$ cat src/iefc_pkg.sv
// constants and carrier types for the interrupt enable and flag control block
package iefc_pkg;

   // ------------------------------------------------------------
   // register map
   // ------------------------------------------------------------
   localparam int ADDR_W = 4;
   localparam int DATA_W = 8;
   localparam logic [ADDR_W-1:0] ADDR_CORE_CTRL = 4'h0;
   localparam logic [ADDR_W-1:0] ADDR_PERIPH_EN = 4'h1;
   localparam logic [DATA_W-1:0] CORE_CTRL_RESET = 8'h00;
   localparam logic [DATA_W-1:0] PERIPH_EN_RESET = 8'h00;
   localparam logic [DATA_W-1:0] READ_UNMAPPED = 8'h00;

   // ------------------------------------------------------------
   // core control field positions
   // ------------------------------------------------------------
   localparam int GLOBAL_EN_BIT = 7;
   localparam int GROUP_EN_BIT = 6;
   localparam int T8IE_BIT = 5;
   localparam int EXTIE_BIT = 4;
   localparam int PCIE_BIT = 3;
   localparam int T8IF_BIT = 2;
   localparam int EXTIF_BIT = 1;
   localparam int PCIF_BIT = 0;
   localparam int SYNC_STAGES = 3;

   // ------------------------------------------------------------
   // dispatch
   // ------------------------------------------------------------
   localparam int PC_W = 15;
   localparam logic [PC_W-1:0] IRQ_VECTOR = 15'h0004;
   localparam logic [PC_W-1:0] PC_RESET = 15'h0000;

   // ------------------------------------------------------------
   // types
   // ------------------------------------------------------------
   typedef struct packed {
      logic [ADDR_W-1:0] addr;
      logic [DATA_W-1:0] wdata;
      logic write;
      logic read;
   } iefc_bus_req_t;

   typedef struct packed {
      logic flush_prefetch;
      logic push_pc;
      logic save_context;
      logic load_vector;
   } iefc_dispatch_t;

   typedef struct packed {
      logic pop_pc;
      logic restore_context;
   } iefc_return_t;

   typedef enum logic [0:0] {
      ST_RUN = 1'b0,
      ST_SERVICE = 1'b1
   } iefc_state_t;

endpackage

$ cat src/iefc_sync.sv
// three-stage pin synchroniser with agreement filter
`timescale 1ns/1ps
module iefc_sync
   import iefc_pkg::*;
#(
   parameter int STAGES = 3
)
(
   input wire logic clk_in,
   input wire logic rst_n_in,
   input wire logic async_in,
   output logic level_out
);

   // ------------------------------------------------------------
   // checks
   // ------------------------------------------------------------
   if (STAGES != 3)
   begin : g_bad_stages
      $error("iefc_sync supports exactly three stages");
   end

   logic [STAGES-1:0] chain;

   // ------------------------------------------------------------
   // chain; first stage only feeds the second
   // ------------------------------------------------------------
   always_ff @(posedge clk_in or negedge rst_n_in)
   begin
      if (!rst_n_in)
      begin
         chain <= '0;
      end
      else
      begin
         chain <= {chain[STAGES-2:0], async_in};
      end
   end

   // level moves only once second and third stage agree
   always_ff @(posedge clk_in or negedge rst_n_in)
   begin
      if (!rst_n_in)
      begin
         level_out <= 1'b0;
      end
      else if (chain[1] == chain[2])
      begin
         level_out <= chain[2];
      end
   end

endmodule

$ cat src/iefc_edge.sv
// selectable edge detector producing a one-cycle pulse
`timescale 1ns/1ps
module iefc_edge
   import iefc_pkg::*;
(
   input wire logic clk_in,
   input wire logic rst_n_in,
   input wire logic level_in,
   input wire logic rising_sel_in,
   output logic pulse_out
);

   logic level_q;
   logic next_pulse;

   always_comb
   begin
      if (rising_sel_in)
      begin
         next_pulse = level_in & ~level_q;
      end
      else
      begin
         next_pulse = ~level_in & level_q;
      end
   end

   always_ff @(posedge clk_in or negedge rst_n_in)
   begin
      if (!rst_n_in)
      begin
         level_q <= 1'b0;
         pulse_out <= 1'b0;
      end
      else
      begin
         level_q <= level_in;
         pulse_out <= next_pulse;
      end
   end

endmodule

$ cat src/iefc_top.sv
// interrupt enable, flag and request control for the processor core
`timescale 1ns/1ps
// Operation
// - global enable bit 7 passes active sources when set, blocks everything when clear
// - peripheral group enable bit 6 gates every peripheral-register source
// - bit 5 enables the 8-bit timer overflow request
// - bit 4 enables the external edge pin request
// - bit 3 enables the combined pin-change request, blocks it when clear
// - bit 2 flag sets on 8-bit timer overflow or on a software write of one
// - bit 1 flag sets on a qualifying external pin edge
// - bit 0 reads one when any per-pin change flag is set
// - pin-change summary is read-only, clears once all per-pin flags clear
// - flags set on their condition regardless of any enable
// - bits 7..1 read/write, bit 0 read-only, both registers reset to zero
// - peripheral enable bit 7 enables 16-bit timer gate acquisition request
// - peripheral enable bit 6 enables converter done request
// - peripheral enable bit 5 enables serial receive request
// - peripheral enable bit 4 enables serial transmit request
// - peripheral enable bit 3 enables synchronous serial request
// - peripheral enable bit 2 enables first capture/compare request
// - peripheral enable bit 1 enables period timer match request
// - peripheral enable bit 0 enables 16-bit timer overflow request
// - accepted interrupt flushes, clears global enable, pushes, saves, jumps to vector
// - return instruction pops, restores context and sets global enable, unless an interrupt is taken in the same cycle
// - edge select high means rising edge sets pin flag, low means falling
module iefc_top
   import iefc_pkg::*;
(
   input wire logic core_clk_in,
   input wire logic reset_n_in,
   input wire iefc_bus_req_t bus_req_in,
   output logic [DATA_W-1:0] rd_data_out,
   input wire logic timer8_overflow_in,
   input wire logic ext_pin_in,
   input wire logic ext_pin_edge_select_in,
   input wire logic [DATA_W-1:0] per_pin_change_flags_in,
   input wire logic [DATA_W-1:0] periph_flags_in,
   input wire logic instr_boundary_in,
   input wire logic return_from_irq_instr_in,
   output logic irq_request_out,
   output iefc_dispatch_t dispatch_out,
   output logic [PC_W-1:0] vector_addr_out,
   output iefc_return_t return_out,
   output logic in_service_out,
   output logic global_irq_enable_out
);

   // ------------------------------------------------------------
   // address decode
   // ------------------------------------------------------------
   function automatic logic addr_hit(input logic [ADDR_W-1:0] a, input logic [ADDR_W-1:0] off);
      addr_hit = (a == off);
   endfunction

   // ------------------------------------------------------------
   // reset release
   // ------------------------------------------------------------
   logic rst_meta;
   logic rst_n;

   always_ff @(posedge core_clk_in or negedge reset_n_in)
   begin
      if (!reset_n_in)
      begin
         rst_meta <= 1'b0;
         rst_n <= 1'b0;
      end
      else
      begin
         rst_meta <= 1'b1;
         rst_n <= rst_meta;
      end
   end

   // ------------------------------------------------------------
   // state
   // ------------------------------------------------------------
   logic global_irq_enable;
   logic peripheral_group_enable;
   logic timer8_overflow_enable;
   logic ext_pin_irq_enable;
   logic pin_change_enable;
   logic timer8_overflow_flag;
   logic ext_pin_irq_flag;
   logic pin_change_summary_flag;
   logic [DATA_W-1:0] peripheral_irq_enable_one;
   iefc_state_t state;
   logic ext_pin_level;
   logic ext_pin_edge;
   logic ctrl_write;
   logic periph_write;
   logic core_any;
   logic periph_any;
   logic next_request;
   logic take_irq;
   logic [DATA_W-1:0] core_irq_control;
   logic [DATA_W-1:0] next_rd_data;

   assign ctrl_write = bus_req_in.write && addr_hit(bus_req_in.addr, ADDR_CORE_CTRL);
   assign periph_write = bus_req_in.write && addr_hit(bus_req_in.addr, ADDR_PERIPH_EN);

   // ------------------------------------------------------------
   // external pin path
   // ------------------------------------------------------------
   iefc_sync #(
      .STAGES(SYNC_STAGES)
   ) u_pin_sync (
      .clk_in(core_clk_in),
      .rst_n_in(rst_n),
      .async_in(ext_pin_in),
      .level_out(ext_pin_level)
   );

   iefc_edge u_pin_edge (
      .clk_in(core_clk_in),
      .rst_n_in(rst_n),
      .level_in(ext_pin_level),
      .rising_sel_in(ext_pin_edge_select_in),
      .pulse_out(ext_pin_edge)
   );

   // ------------------------------------------------------------
   // enables
   // ------------------------------------------------------------
   // dispatch clears before any software write, return sets
   always_ff @(posedge core_clk_in or negedge rst_n)
   begin
      if (!rst_n)
      begin
         global_irq_enable <= CORE_CTRL_RESET[GLOBAL_EN_BIT];
      end
      else if (take_irq)
      begin
         global_irq_enable <= 1'b0;
      end
      else if (return_from_irq_instr_in)
      begin
         global_irq_enable <= 1'b1;
      end
      else if (ctrl_write)
      begin
         global_irq_enable <= bus_req_in.wdata[GLOBAL_EN_BIT];
      end
   end

   always_ff @(posedge core_clk_in or negedge rst_n)
   begin
      if (!rst_n)
      begin
         peripheral_group_enable <= CORE_CTRL_RESET[GROUP_EN_BIT];
         timer8_overflow_enable <= CORE_CTRL_RESET[T8IE_BIT];
         ext_pin_irq_enable <= CORE_CTRL_RESET[EXTIE_BIT];
         pin_change_enable <= CORE_CTRL_RESET[PCIE_BIT];
      end
      else if (ctrl_write)
      begin
         peripheral_group_enable <= bus_req_in.wdata[GROUP_EN_BIT];
         timer8_overflow_enable <= bus_req_in.wdata[T8IE_BIT];
         ext_pin_irq_enable <= bus_req_in.wdata[EXTIE_BIT];
         pin_change_enable <= bus_req_in.wdata[PCIE_BIT];
      end
   end

   always_ff @(posedge core_clk_in or negedge rst_n)
   begin
      if (!rst_n)
      begin
         peripheral_irq_enable_one <= PERIPH_EN_RESET;
      end
      else if (periph_write)
      begin
         peripheral_irq_enable_one <= bus_req_in.wdata;
      end
   end

   // ------------------------------------------------------------
   // flags; a hardware event wins over a software clear
   // ------------------------------------------------------------
   always_ff @(posedge core_clk_in or negedge rst_n)
   begin
      if (!rst_n)
      begin
         timer8_overflow_flag <= CORE_CTRL_RESET[T8IF_BIT];
      end
      else if (timer8_overflow_in)
      begin
         timer8_overflow_flag <= 1'b1;
      end
      else if (ctrl_write)
      begin
         timer8_overflow_flag <= bus_req_in.wdata[T8IF_BIT];
      end
   end

   always_ff @(posedge core_clk_in or negedge rst_n)
   begin
      if (!rst_n)
      begin
         ext_pin_irq_flag <= CORE_CTRL_RESET[EXTIF_BIT];
      end
      else if (ext_pin_edge)
      begin
         ext_pin_irq_flag <= 1'b1;
      end
      else if (ctrl_write)
      begin
         ext_pin_irq_flag <= bus_req_in.wdata[EXTIF_BIT];
      end
   end

   // summary follows the per-pin flags only, writes do not reach it
   assign pin_change_summary_flag = |per_pin_change_flags_in;

   // ------------------------------------------------------------
   // request combine
   // ------------------------------------------------------------
   always_comb
   begin
      core_any = (timer8_overflow_flag & timer8_overflow_enable)
         | (ext_pin_irq_flag & ext_pin_irq_enable)
         | (pin_change_summary_flag & pin_change_enable);
      periph_any = |(periph_flags_in & peripheral_irq_enable_one);
      next_request = global_irq_enable & (core_any | (peripheral_group_enable & periph_any));
   end

   always_ff @(posedge core_clk_in or negedge rst_n)
   begin
      if (!rst_n)
      begin
         irq_request_out <= 1'b0;
      end
      else
      begin
         irq_request_out <= next_request;
      end
   end

   // ------------------------------------------------------------
   // dispatch and return
   // ------------------------------------------------------------
   assign take_irq = irq_request_out && global_irq_enable && instr_boundary_in;

   always_ff @(posedge core_clk_in or negedge rst_n)
   begin
      if (!rst_n)
      begin
         dispatch_out <= '0;
         vector_addr_out <= PC_RESET;
      end
      else
      begin
         dispatch_out <= {4{take_irq}};
         if (take_irq)
         begin
            vector_addr_out <= IRQ_VECTOR;
         end
      end
   end

   always_ff @(posedge core_clk_in or negedge rst_n)
   begin
      if (!rst_n)
      begin
         return_out <= '0;
      end
      else
      begin
         return_out <= {2{return_from_irq_instr_in}};
      end
   end

   always_ff @(posedge core_clk_in or negedge rst_n)
   begin
      if (!rst_n)
      begin
         state <= ST_RUN;
      end
      else
      begin
         unique case (state)
            ST_RUN:
            begin
               if (take_irq)
               begin
                  state <= ST_SERVICE;
               end
            end
            ST_SERVICE:
            begin
               if (return_from_irq_instr_in)
               begin
                  state <= ST_RUN;
               end
            end
         endcase
      end
   end

   always_ff @(posedge core_clk_in or negedge rst_n)
   begin
      if (!rst_n)
      begin
         in_service_out <= 1'b0;
         global_irq_enable_out <= 1'b0;
      end
      else
      begin
         in_service_out <= (state == ST_SERVICE);
         global_irq_enable_out <= global_irq_enable;
      end
   end

   // ------------------------------------------------------------
   // register read
   // ------------------------------------------------------------
   always_comb
   begin
      core_irq_control = {global_irq_enable, peripheral_group_enable, timer8_overflow_enable,
         ext_pin_irq_enable, pin_change_enable, timer8_overflow_flag, ext_pin_irq_flag,
         pin_change_summary_flag};
      next_rd_data = READ_UNMAPPED;
      if (addr_hit(bus_req_in.addr, ADDR_CORE_CTRL))
      begin
         next_rd_data = core_irq_control;
      end
      else if (addr_hit(bus_req_in.addr, ADDR_PERIPH_EN))
      begin
         next_rd_data = peripheral_irq_enable_one;
      end
   end

   always_ff @(posedge core_clk_in or negedge rst_n)
   begin
      if (!rst_n)
      begin
         rd_data_out <= READ_UNMAPPED;
      end
      else if (bus_req_in.read)
      begin
         rd_data_out <= next_rd_data;
      end
      else
      begin
         rd_data_out <= READ_UNMAPPED;
      end
   end
endmodule

$ cat config.mk
export PLATFORM = sky130hd
export DESIGN_NAME = iefc_top
export DESIGN_NICKNAME = d
export VERILOG_FILES = /design/src/iefc_pkg.sv /design/src/iefc_sync.sv /design/src/iefc_edge.sv /design/src/iefc_top.sv
export SDC_FILE = /design/constraint.sdc
export NUM_CORES = 1
export LEC_CHECK = 0
export ABC_AREA = 1
export BUFFER_PORTS_ARGS = -buffer_cell sky130_fd_sc_hd__buf_2
export CAP_MARGIN = 20
export CORE_ASPECT_RATIO = 0.7
export CORE_MARGIN = 1.5
export CORE_UTILIZATION = 43
export CTS_CLUSTER_DIAMETER = 80
export DETAILED_ROUTE_END_ITERATION = 16
export GPL_ROUTABILITY_DRIVEN = 1
export PLACE_DENSITY = 0.76
export SLEW_MARGIN = 10
export SYNTH_ARGS = -nofsm -noshare
export SYNTH_HDL_FRONTEND = slang
export SYNTH_SLANG_ARGS = --single-unit
$ cat constraint.sdc
create_clock -name core_clk_in -period 1 [get_ports core_clk_in]
set_input_delay 0.2 -clock core_clk_in [delete_from_list [all_inputs] [get_ports core_clk_in]]
set_output_delay 0.2 -clock core_clk_in [all_outputs]
set_load 0.02 [all_outputs]
[Word-level counts from Yosys, hierarchy flattened]
Cells that the tools add are included.
Widths: inputs -> output; s select.
Storage, ports and cells
  bits in registers: 38
  latch bits: 0
  bits in writable memories: 0
  memory bits (read-only): 0
  output and inout port bits: 32
  logic and storage cells: 62
  memories: 0
Cells by class
  add/subtract/negate cells: 0
  multipliers: 0
  div/mod/pow operators: 0
  $lt $le $gt $ge: 0
  equality and inequality tests: 2
  shifts and indexed selects: 0
  muxes and demuxes: 14
  bitwise logic cells: 14
  reduce and logical (&&, ||, !) cells: 10
Operators with widths (count)
  $mux 8: 3
  $reduce_or 8->1: 2
  $mux 1: 10
  $and 8x8->8: 1
  $and 1x1->1: 7
  $eq 4x1->1 const B: 1
  $logic_and 1x1->1: 4
  $logic_not 4->1: 1
  $reduce_bool 2->1: 2
  $not 1->1: 3
  $or 1x1->1: 3
  $reduce_bool 3->1: 1
  $pmux 1 s2: 1
  $eq 1x1->1: 1

[Depth between registers and ports, before layout]
Gate-level depths: netlist of the first run.
  word-level depth: 5
  gate-level depth with buffers: 6
  depth with buffers taken out: 6

[By module]
From an unflattened synthesis of the first run, not the netlist that was laid out.
Unflattened totals
  cells, all modules: 180
  area, all modules: 1690.4 um^2
By module, submodules not included
  iefc_top: instances 1, cells an instance 164, area an instance 1498.9 um^2, sequential area each 800.8 um^2
  iefc_sync: instances 1, cells an instance 8, area an instance 116.4 um^2, sequential area each 100.1 um^2
  iefc_edge: instances 1, cells an instance 8, area an instance 75.1 um^2, sequential area each 50.0 um^2

[Worst setup path after synthesis of the first run]
No wires, ideal clock.
  path type: reg2reg
  start: register irq_request_out
  end: register vector_addr_out[2]
  data arrival time: 0.864 ns
  required time: 0.873 ns
  setup slack: 0.008 ns
  stages on the path, launching flop included: 4
  buffers on the path: 0
  cells stage by stage: dfrtp_1 nand3_1 inv_1 or2_2
On the way
  cells in the longest elaborated chain, start to end: 2
RTL lines
  start, declared: RTL line iefc_top.sv:40  | output logic irq_request_out,
  start signal, assigned: RTL line iefc_top.sv:234  | irq_request_out <= next_request;
  $logic_and 1x1->1 (2 in a row): RTL line iefc_top.sv:241  | assign take_irq = irq_request_out && global_irq_enable && instr_boundary_in;
  net take_irq: RTL line iefc_top.sv:95  | logic take_irq;
  end signal, assigned: RTL line iefc_top.sv:248  | vector_addr_out <= PC_RESET;
  end signal, assigned: RTL line iefc_top.sv:255  | vector_addr_out <= IRQ_VECTOR;
  end, declared: RTL line iefc_top.sv:42  | output logic [PC_W-1:0] vector_addr_out,
The timed path passes the listed nets, and every way through them passes these cells.
A chain may end at the register's enable or synchronous reset.

[Final worst setup path of the first run]
  start: register dispatch_out[0] (netlist bit)
  end: output dispatch_out[0] (netlist bit)
RTL lines
  start, declared: RTL line iefc_top.sv:41  | output iefc_dispatch_t dispatch_out,
  start signal, assigned: RTL line iefc_top.sv:252  | dispatch_out <= {4{take_irq}};
No word-level cell between the ends.

==> impl_table.tex, run 1 <==
\begin{tabular}{lr}
\hline
Metric & Value \\
\hline
\multicolumn{2}{l}{\textbf{Drt}} \\
\quad First-pass iteration count of the detailed router & 4 \\
\quad Antenna viol nets, final & 0 \\
\quad DRC violations left & 0 \\
\quad Via/cell ratio & 4.43 \\
\quad Detail-routed net length per standard cell & 11.5 um \\
\quad Vias & 1272 \\
\quad Total Routed Length & 3300 um \\
\quad Iteration-0 DRC Markers & 62 \\
\multicolumn{2}{l}{\textbf{Power}} \\
\quad Maximum VDD drop & 0.00103 V \\
\quad Proportion of power drawn by the clock network & 25.3\% \\
\quad Overall power of the completed layout & 3.90 mW \\
\quad Reported net switching power & roughly 1.2 mW \\
\quad Internal power summed over all cells & 2.69 mW \\
\quad Power per unit of standard cell area & between 1500 and 2000 nW/um\^{}2 \\
\quad Proportion of power drawn by combinational gates & about 25\% \\
\quad Sw frac & 31.1\% \\
\quad Leakage Power & 1.13 nW \\
\quad Seq pwr share & roughly 50\% \\
\multicolumn{2}{l}{\textbf{Finish}} \\
\quad Area growth, synth to finish & 27.9\% \\
\quad Count of nets after finishing & 274 \\
\quad Registers with the most flip-flops & peripheral\_irq\_enable\_one (8), rd\_data\_out (8), u\_pin\_sync.chain (3) \\
\quad Proportion of layout cells with a drive suffix above 1 & 32.1\% \\
\quad Final design utilization & 59.1\% \\
\quad \# diodes & 0 \\
\multicolumn{2}{l}{\textbf{Run status}} \\
\quad Outcome & complete, but fails checks \\
\quad Violations in the final reports & negative setup slack \\
\multicolumn{2}{l}{\textbf{STA}} \\
\quad Minimum period implied by the final worst setup slack & 1.05 ns \\
\quad Worst-case clock skew & 0.00456 ns \\
\quad Final count of hold timing violations & 0 \\
\quad Final setup slack of the worst path & -0.0478 ns \\
\quad Final slew viol count & 0 \\
\quad Part of the cycle the worst path needs & 105\% \\
\quad Final setup fails & 8 \\
\quad Setup repair after global routing missed its margin & yes \\
\quad Fmax & 954 MHz \\
\multicolumn{2}{l}{\textbf{Clock network}} \\
\quad Clock transition at the registers of the reported paths & around 0.070 ns \\
\quad Root buffer cell & clkbuf\_8 \\
\quad Bufs on Longest Clock Path & 2 \\
\quad Number of buffers inserted during clock tree synthesis & 5 \\
\quad H-Tree Level Count & 2 \\
\quad Num Clock Sinks & 38 \\
\quad Skew-Pair Late Insertion Delay & 0.29 ns \\
\quad CTS tree & yes \\
\quad Setup Buffers After CTS & 0 \\
\multicolumn{2}{l}{\textbf{Setup path}} \\
\quad Worst path top cell family by delay & flip-flops \\
\quad Origin of the worst setup path & dispatch\_out[0] \\
\quad WP data arrival & roughly 0.85 ns \\
\quad Critical path endpoint & dispatch\_out[0] \\
\quad Crit path launch type & flip-flop \\
\quad CP Cell Sequence & buf\_2 \\
\quad Slowest Stage Delay on Critical Path & 0.39 ns \\
\quad Number of cells on the critical path & 1 \\
\quad R2R Path Start & peripheral\_irq\_enable\_one[1] \\
\quad Critical Path Slowest Stage Cell & dfrtp\_1 \\
\quad Endpoint of the worst register-to-register path & irq\_request\_out \\
\quad Depth of the worst register-to-register path & 6 \\
\quad Buffering stage count on the worst path with inverters included & 1 \\
\quad Critical path class & reg2out \\
\quad Required time of the critical path & 0.80 ns \\
\quad CP max FO & 4 \\
\quad FF-to-FF setup slack & 0.05 ns \\
\quad Critical Path End Type & primary output \\
\multicolumn{2}{l}{\textbf{Floorplan}} \\
\quad Die extent in y & 55.2 um \\
\quad Horiz. Die Dim & just under 80 um \\
\quad Area of the die & 4290 sq um \\
\quad Num ports & 69 \\
\quad Starting Density & 46.2\% \\
\quad Cell row count & 18 \\
\quad Placeable Area & 3630 sq um \\
\multicolumn{2}{l}{\textbf{Global route}} \\
\quad Wire length of the first global-routing pass & 5760 um \\
\quad Initial antenna violation count & 0 \\
\quad Total congestion overflow & 0 \\
\quad Vias in the first global route & 1243 \\
\quad Maximum number of pins on one net before global-route repair & 37 \\
\quad GRT Resource Usage Total & 17.9\% \\
\multicolumn{2}{l}{\textbf{Synthesis}} \\
\quad Most frequent cell after synthesis & dfrtp\_1 \\
\quad Post-Syn Area per Cell & between 9 and 10 sq um \\
\quad Top cell type by total area after synthesis & dfrtp\_1 \\
\quad Async set-reset flop share out of synthesis & 100\% \\
\quad Number of unique standard cell types used by synthesis & 21 \\
\quad Yosys warning count & 0 \\
\quad Number of flops mapped to enable cells by yosys & 0 \\
\quad Ys flop type & dfrtp\_1 \\
\quad Syn Std Cell Area & around 1700 sq um \\
\quad Cell count after synthesis & around 180 \\
\quad Most numerous cell types in the synthesized netlist & dfrtp\_1 (38), nand2\_1 (28), inv\_1 (27), buf\_4 (19), nor2\_1 (19) \\
\quad Share of the synthesized area in the top cell type & 56.8\% \\
\quad \#FFs+latches synth & 38 \\
\quad Sequential share of the synthesized area & a little under three fifths \\
\quad Cell types with the largest area share after synthesis & dfrtp\_1 (57\%), buf\_4 (8.5\%), nand2\_1 (6.3\%) \\
\multicolumn{2}{l}{\textbf{Hold path}} \\
\quad Worst hold path class & in2reg \\
\multicolumn{2}{l}{\textbf{Run}} \\
\quad Max-cap viol count & 0 \\
\multicolumn{2}{l}{\textbf{Placement}} \\
\quad Half-perimeter wire length after placement & 2450 um \\
\quad Placer congestion estimate & 0.846 \\
\quad Count of input and output buffers & 54 \\
\hline
\end{tabular}
power groups by stage:
stage	Combinational (mW)	Sequential, mW	Clock [mW]
2_1_floorplan	0.523	2.06	0
3_3_place_gp	0.845	1.95	0
3_5_place_dp	0.869	1.96	0
4_1_cts	0.960	1.95	1.02
5_1_grt	1.07	1.99	1.10
6_report	0.962	1.95	0.989
placed cells by master (no fill, tap or decap), types with 2 or more instances in the layout:
cell,n
a21oi_1,6
buf_2,40
buf_4,4
buf_6,14
clkbuf_1,2
clkbuf_8,5
conb_1,15
dfrtp_1,37
dlygate4sd3_1,2
inv_1,27
nand2_1,28
nand2_2,3
nor2_1,18
nor3_1,2
o21ai_0,12
o21ai_2,2
o22ai_1,8
metrics by stage:
stage                     area [sq um]  setup slack [ns]  hold slack, ns  cells  TNS [ns]
after floorplan                   1730           0.00831         -0.0956    189         0
after global placement            1950            -0.102         -0.0132    278     -1.11
after detailed placement          1950            -0.150         -0.0125    278     -1.74
after CTS                         2120           -0.0689         0.00211    286    -0.496
after global routing              2140           -0.0895          0.0465    287    -0.813
final                             2140           -0.0478          0.0579    287    -0.291
kinds of logic (layout without fill, tap and decap cells):
group | count (synthesis) | count (layout) | synth area share (%)
AO/OA/AOI/OAI | 29 | 29 | 9.86
adder cells (fa/ha/maj) | 1 | 1 | 0.597
buffers and inverters | 47 | 95 | 15.5
flip-flops | 38 | 38 | 56.8
multiplexers | 1 | 1 | 0.597
other | 2 | 15 | 0.448
AND/OR/NAND/NOR | 58 | 58 | 16.3
layout make-up:
class,count,area (sq um)
Fill cell,326,1480
Sequential cell,38,952
Multi-Input combinational cell,104,522
Timing Repair Buffer,61,428
Inverter,27,101
Clock buffer,7,76.3
Tap cell,50,62.6
repair_timing:
action / CTS / global route
endpoints found under the setup margin: 18 / 20
pin swaps: 0 / 0
endpoints found under the hold margin: 2 / 1
hold buffers: 1 / 1
gates resized for setup: 28 / 2
worst min-delay path by stage:
stage                              from                   to  slack (ns)  cells past startpoint
4_1_cts                      ext_pin_in  u_pin_sync.chain[0]       0.002                      1
5_1_grt        return_from_irq_instr_in        return_out[0]        0.05                      1
3_3_place_gp                 reset_n_in             rst_meta       -0.01                      1
3_5_place_dp                 reset_n_in             rst_meta       -0.01                      1
2_1_floorplan                reset_n_in             rst_meta        -0.1                      0
6_report       return_from_irq_instr_in        return_out[0]        0.06                      1
routing by layer:
layer / GRT usage, % / routed length (um)
met5: 0 / 0
met3: 5.45 / 213
met4: 9.61 / 74
met2: 26.2 / 1570
met1: 23.6 / 1440
(Power assumes the default switching activity.)
==> run 2, diff against run 1 <==
SKIP_CTS_REPAIR_TIMING = 1   (was default)
==> impl_table.tex, run 2 (synthesis gave the netlist of run 1 again) <==
\begin{tabular}{lr}
\hline
Metric & Value \\
\hline
\multicolumn{2}{l}{\textbf{Run status}} \\
\quad Outcome & complete, but fails checks \\
\quad Violations in the final reports & negative setup slack \\
\multicolumn{2}{l}{\textbf{Drt}} \\
\quad Iteration-0 DRC Markers & 63 (+1.6\%) \\
\quad First-pass iteration count of the detailed router & 4 (unchanged) \\
\quad Via/cell ratio & 4.36 (-1.6\%) \\
\quad Detail-routed net length per standard cell & 11.4 um (-0.61\%) \\
\quad Total Routed Length & 3280 um (-0.61\%) \\
\quad Antenna viol nets, final & 0 (unchanged) \\
\quad DRC violations left & 0 (unchanged) \\
\quad Vias & 1252 (-1.6\%) \\
\multicolumn{2}{l}{\textbf{Global route}} \\
\quad Vias in the first global route & 1216 (-2.2\%) \\
\quad Initial antenna violation count & 0 (unchanged) \\
\quad Wire length of the first global-routing pass & 5690 um (-1.2\%) \\
\quad Maximum number of pins on one net before global-route repair & 37 (unchanged) \\
\quad Total congestion overflow & 0 (unchanged) \\
\quad GRT Resource Usage Total & 17.6\% (-0.25 points) \\
\multicolumn{2}{l}{\textbf{Finish}} \\
\quad \# diodes & 0 (unchanged) \\
\quad Count of nets after finishing & 274 (unchanged) \\
\quad Highest-count cells in the layout ignoring fill and taps & buf\_2 (40), dfrtp\_1 (37), nand2\_1 (28) \\
\quad Area growth, synth to finish & 27.9\% (unchanged) \\
\quad Registers with the most flip-flops & peripheral\_irq\_enable\_one (8), rd\_data\_out (8), u\_pin\_sync.chain (3) \\
\quad Proportion of layout cells with a drive suffix above 1 & 32.1\% (unchanged) \\
\quad Leading cell type in the layout, fill and taps excluded & buf\_2 \\
\multicolumn{2}{l}{\textbf{Clock network}} \\
\quad CTS tree & yes \\
\quad Bufs on Longest Clock Path & 2 (unchanged) \\
\quad Clock transition at the registers of the reported paths & 0.07 ns (about the same) \\
\quad Skew-Pair Late Insertion Delay & 0.29 ns (about the same) \\
\quad Num Clock Sinks & 38 (unchanged) \\
\quad Root buffer cell & clkbuf\_8 \\
\quad Number of buffers inserted during clock tree synthesis & 5 (unchanged) \\
\quad H-Tree Level Count & 2 (unchanged) \\
\multicolumn{2}{l}{\textbf{Setup path}} \\
\quad Critical Path Slowest Stage Cell & dfrtp\_1 \\
\quad Slowest Stage Delay on Critical Path & 0.39 ns (about the same) \\
\quad CP Cell Sequence & buf\_2 \\
\quad WP data arrival & 0.85 ns (about the same) \\
\quad CP max FO & 4 (unchanged) \\
\quad Required time of the critical path & 0.80 ns (about the same) \\
\quad Worst path top cell family by delay & flip-flops \\
\quad Critical path class & reg2out \\
\quad FF-to-FF setup slack & 0.06 ns (about the same) \\
\quad Critical Path End Type & primary output \\
\quad Crit path launch type & flip-flop \\
\quad Buffering stage count on the worst path with inverters included & 1 (unchanged) \\
\multicolumn{2}{l}{\textbf{Power}} \\
\quad Power per unit of standard cell area & 1820 nW/um\^{}2 (about the same) \\
\quad Leakage Power & 1.13 nW (unchanged) \\
\quad Overall power of the completed layout & 3.90 mW (about the same) \\
\quad Maximum VDD drop & 0.00103 V (-0.32\%) \\
\multicolumn{2}{l}{\textbf{STA}} \\
\quad Worst-case clock skew & 0.00515 ns (+0.000594 ns) \\
\quad Total negative slack for setup checks & -0.290 ns (+0.000842 ns) \\
\quad Final count of hold timing violations & 0 (unchanged) \\
\quad Final setup fails & 8 (unchanged) \\
\quad Minimum period implied by the final worst setup slack & 1.05 ns (-0.0000417 ns) \\
\quad Part of the cycle the worst path needs & 105\% (about the same) \\
\quad Final setup slack of the worst path & -0.0478 ns (+0.0000417 ns) \\
\quad Setup repair after global routing missed its margin & yes \\
\quad Final slew viol count & 0 (unchanged) \\
\quad Fmax & 954 MHz (about the same) \\
\multicolumn{2}{l}{\textbf{Floorplan}} \\
\quad Die extent in y & 55.2 um (unchanged) \\
\quad Area of the die & 4290 sq um (unchanged) \\
\quad Num ports & 69 (unchanged) \\
\quad Starting Density & 46.2\% (unchanged) \\
\quad Cell row count & 18 (unchanged) \\
\quad Placeable Area & 3630 sq um (unchanged) \\
\quad Horiz. Die Dim & 77.6 um (unchanged) \\
\multicolumn{2}{l}{\textbf{Placement}} \\
\quad Half-perimeter wire length after placement & 2450 um (unchanged) \\
\quad Placer congestion estimate & 0.846 (unchanged) \\
\quad Count of input and output buffers & 54 (unchanged) \\
\multicolumn{2}{l}{\textbf{Hold path}} \\
\quad Worst hold path class & in2reg \\
\multicolumn{2}{l}{\textbf{Run}} \\
\quad Max-cap viol count & 0 (unchanged) \\
\hline
\end{tabular}
-- run 2: metrics by stage --
| step | util [%] | hold slack (ns) | instances | cell area, sq um | setup slack [ns] |
|---|---|---|---|---|---|
| after detailed placement | 53.8 | -0.0125 | 278 | 1950 | -0.150 |
| after global routing | 59.1 | 0.0465 | 287 | 2140 | -0.0895 |
| after CTS | 55.9 | -0.335 | 285 | 2030 | -0.0689 |
| final | 59.1 | 0.0568 | 287 | 2140 | -0.0478 |
| after global placement | 53.8 | -0.0132 | 278 | 1950 | -0.102 |
| after floorplan | - | -0.0956 | 189 | 1730 | 0.00831 |
-- run 2: cell type report --
| type | count | area (sq um) |
|---|---|---|
| fillers | 326 | 1480 |
| inverters | 27 | 101 |
| well taps | 50 | 62.6 |
| clock buffers | 7 | 76.3 |
| flip-flops and latches | 38 | 952 |
| multi-input cells | 104 | 522 |
| repair buffers | 61 | 428 |
-- run 2: final timing paths --
path,startpoint,cells past startpoint,to
max,dispatch_out[0],1,dispatch_out[0]
min in group asynchronous,reset_n_in,2,rst_n
min reg2reg,rst_n,1,global_irq_enable
max in group asynchronous,rst_n,1,peripheral_irq_enable_one[4]
max reg2reg,peripheral_irq_enable_one[1],6,irq_request_out
min,return_from_irq_instr_in,1,return_out[0]
-- run 2: per-layer routing --
layer  global-route usage [%]  part of all wire [%]
met4                     8.57                   1.8
met2                     26.3                    49
met3                     5.12                   5.4
met5                        0                     0
met1                     23.4                    44
-- run 2: worst reg2reg max path: cells and delay by family (launching register included) --
family / cells / cell delay [ns]
AO/OA/AOI/OAI: 1 / 0.06
AND/OR/NAND/NOR: 5 / 0.38
flip-flops: 1 / 0.39
-- run 2: report_power, final --
| part | switching, mW | leakage, nW | internal [mW] | total (mW) |
|---|---|---|---|---|
| Clock | 0.507 | 0.0383 | 0.480 | 0.986 |
| Sequential | 0.153 | 0.456 | 1.80 | 1.95 |
| Combinational | 0.553 | 0.638 | 0.409 | 0.962 |
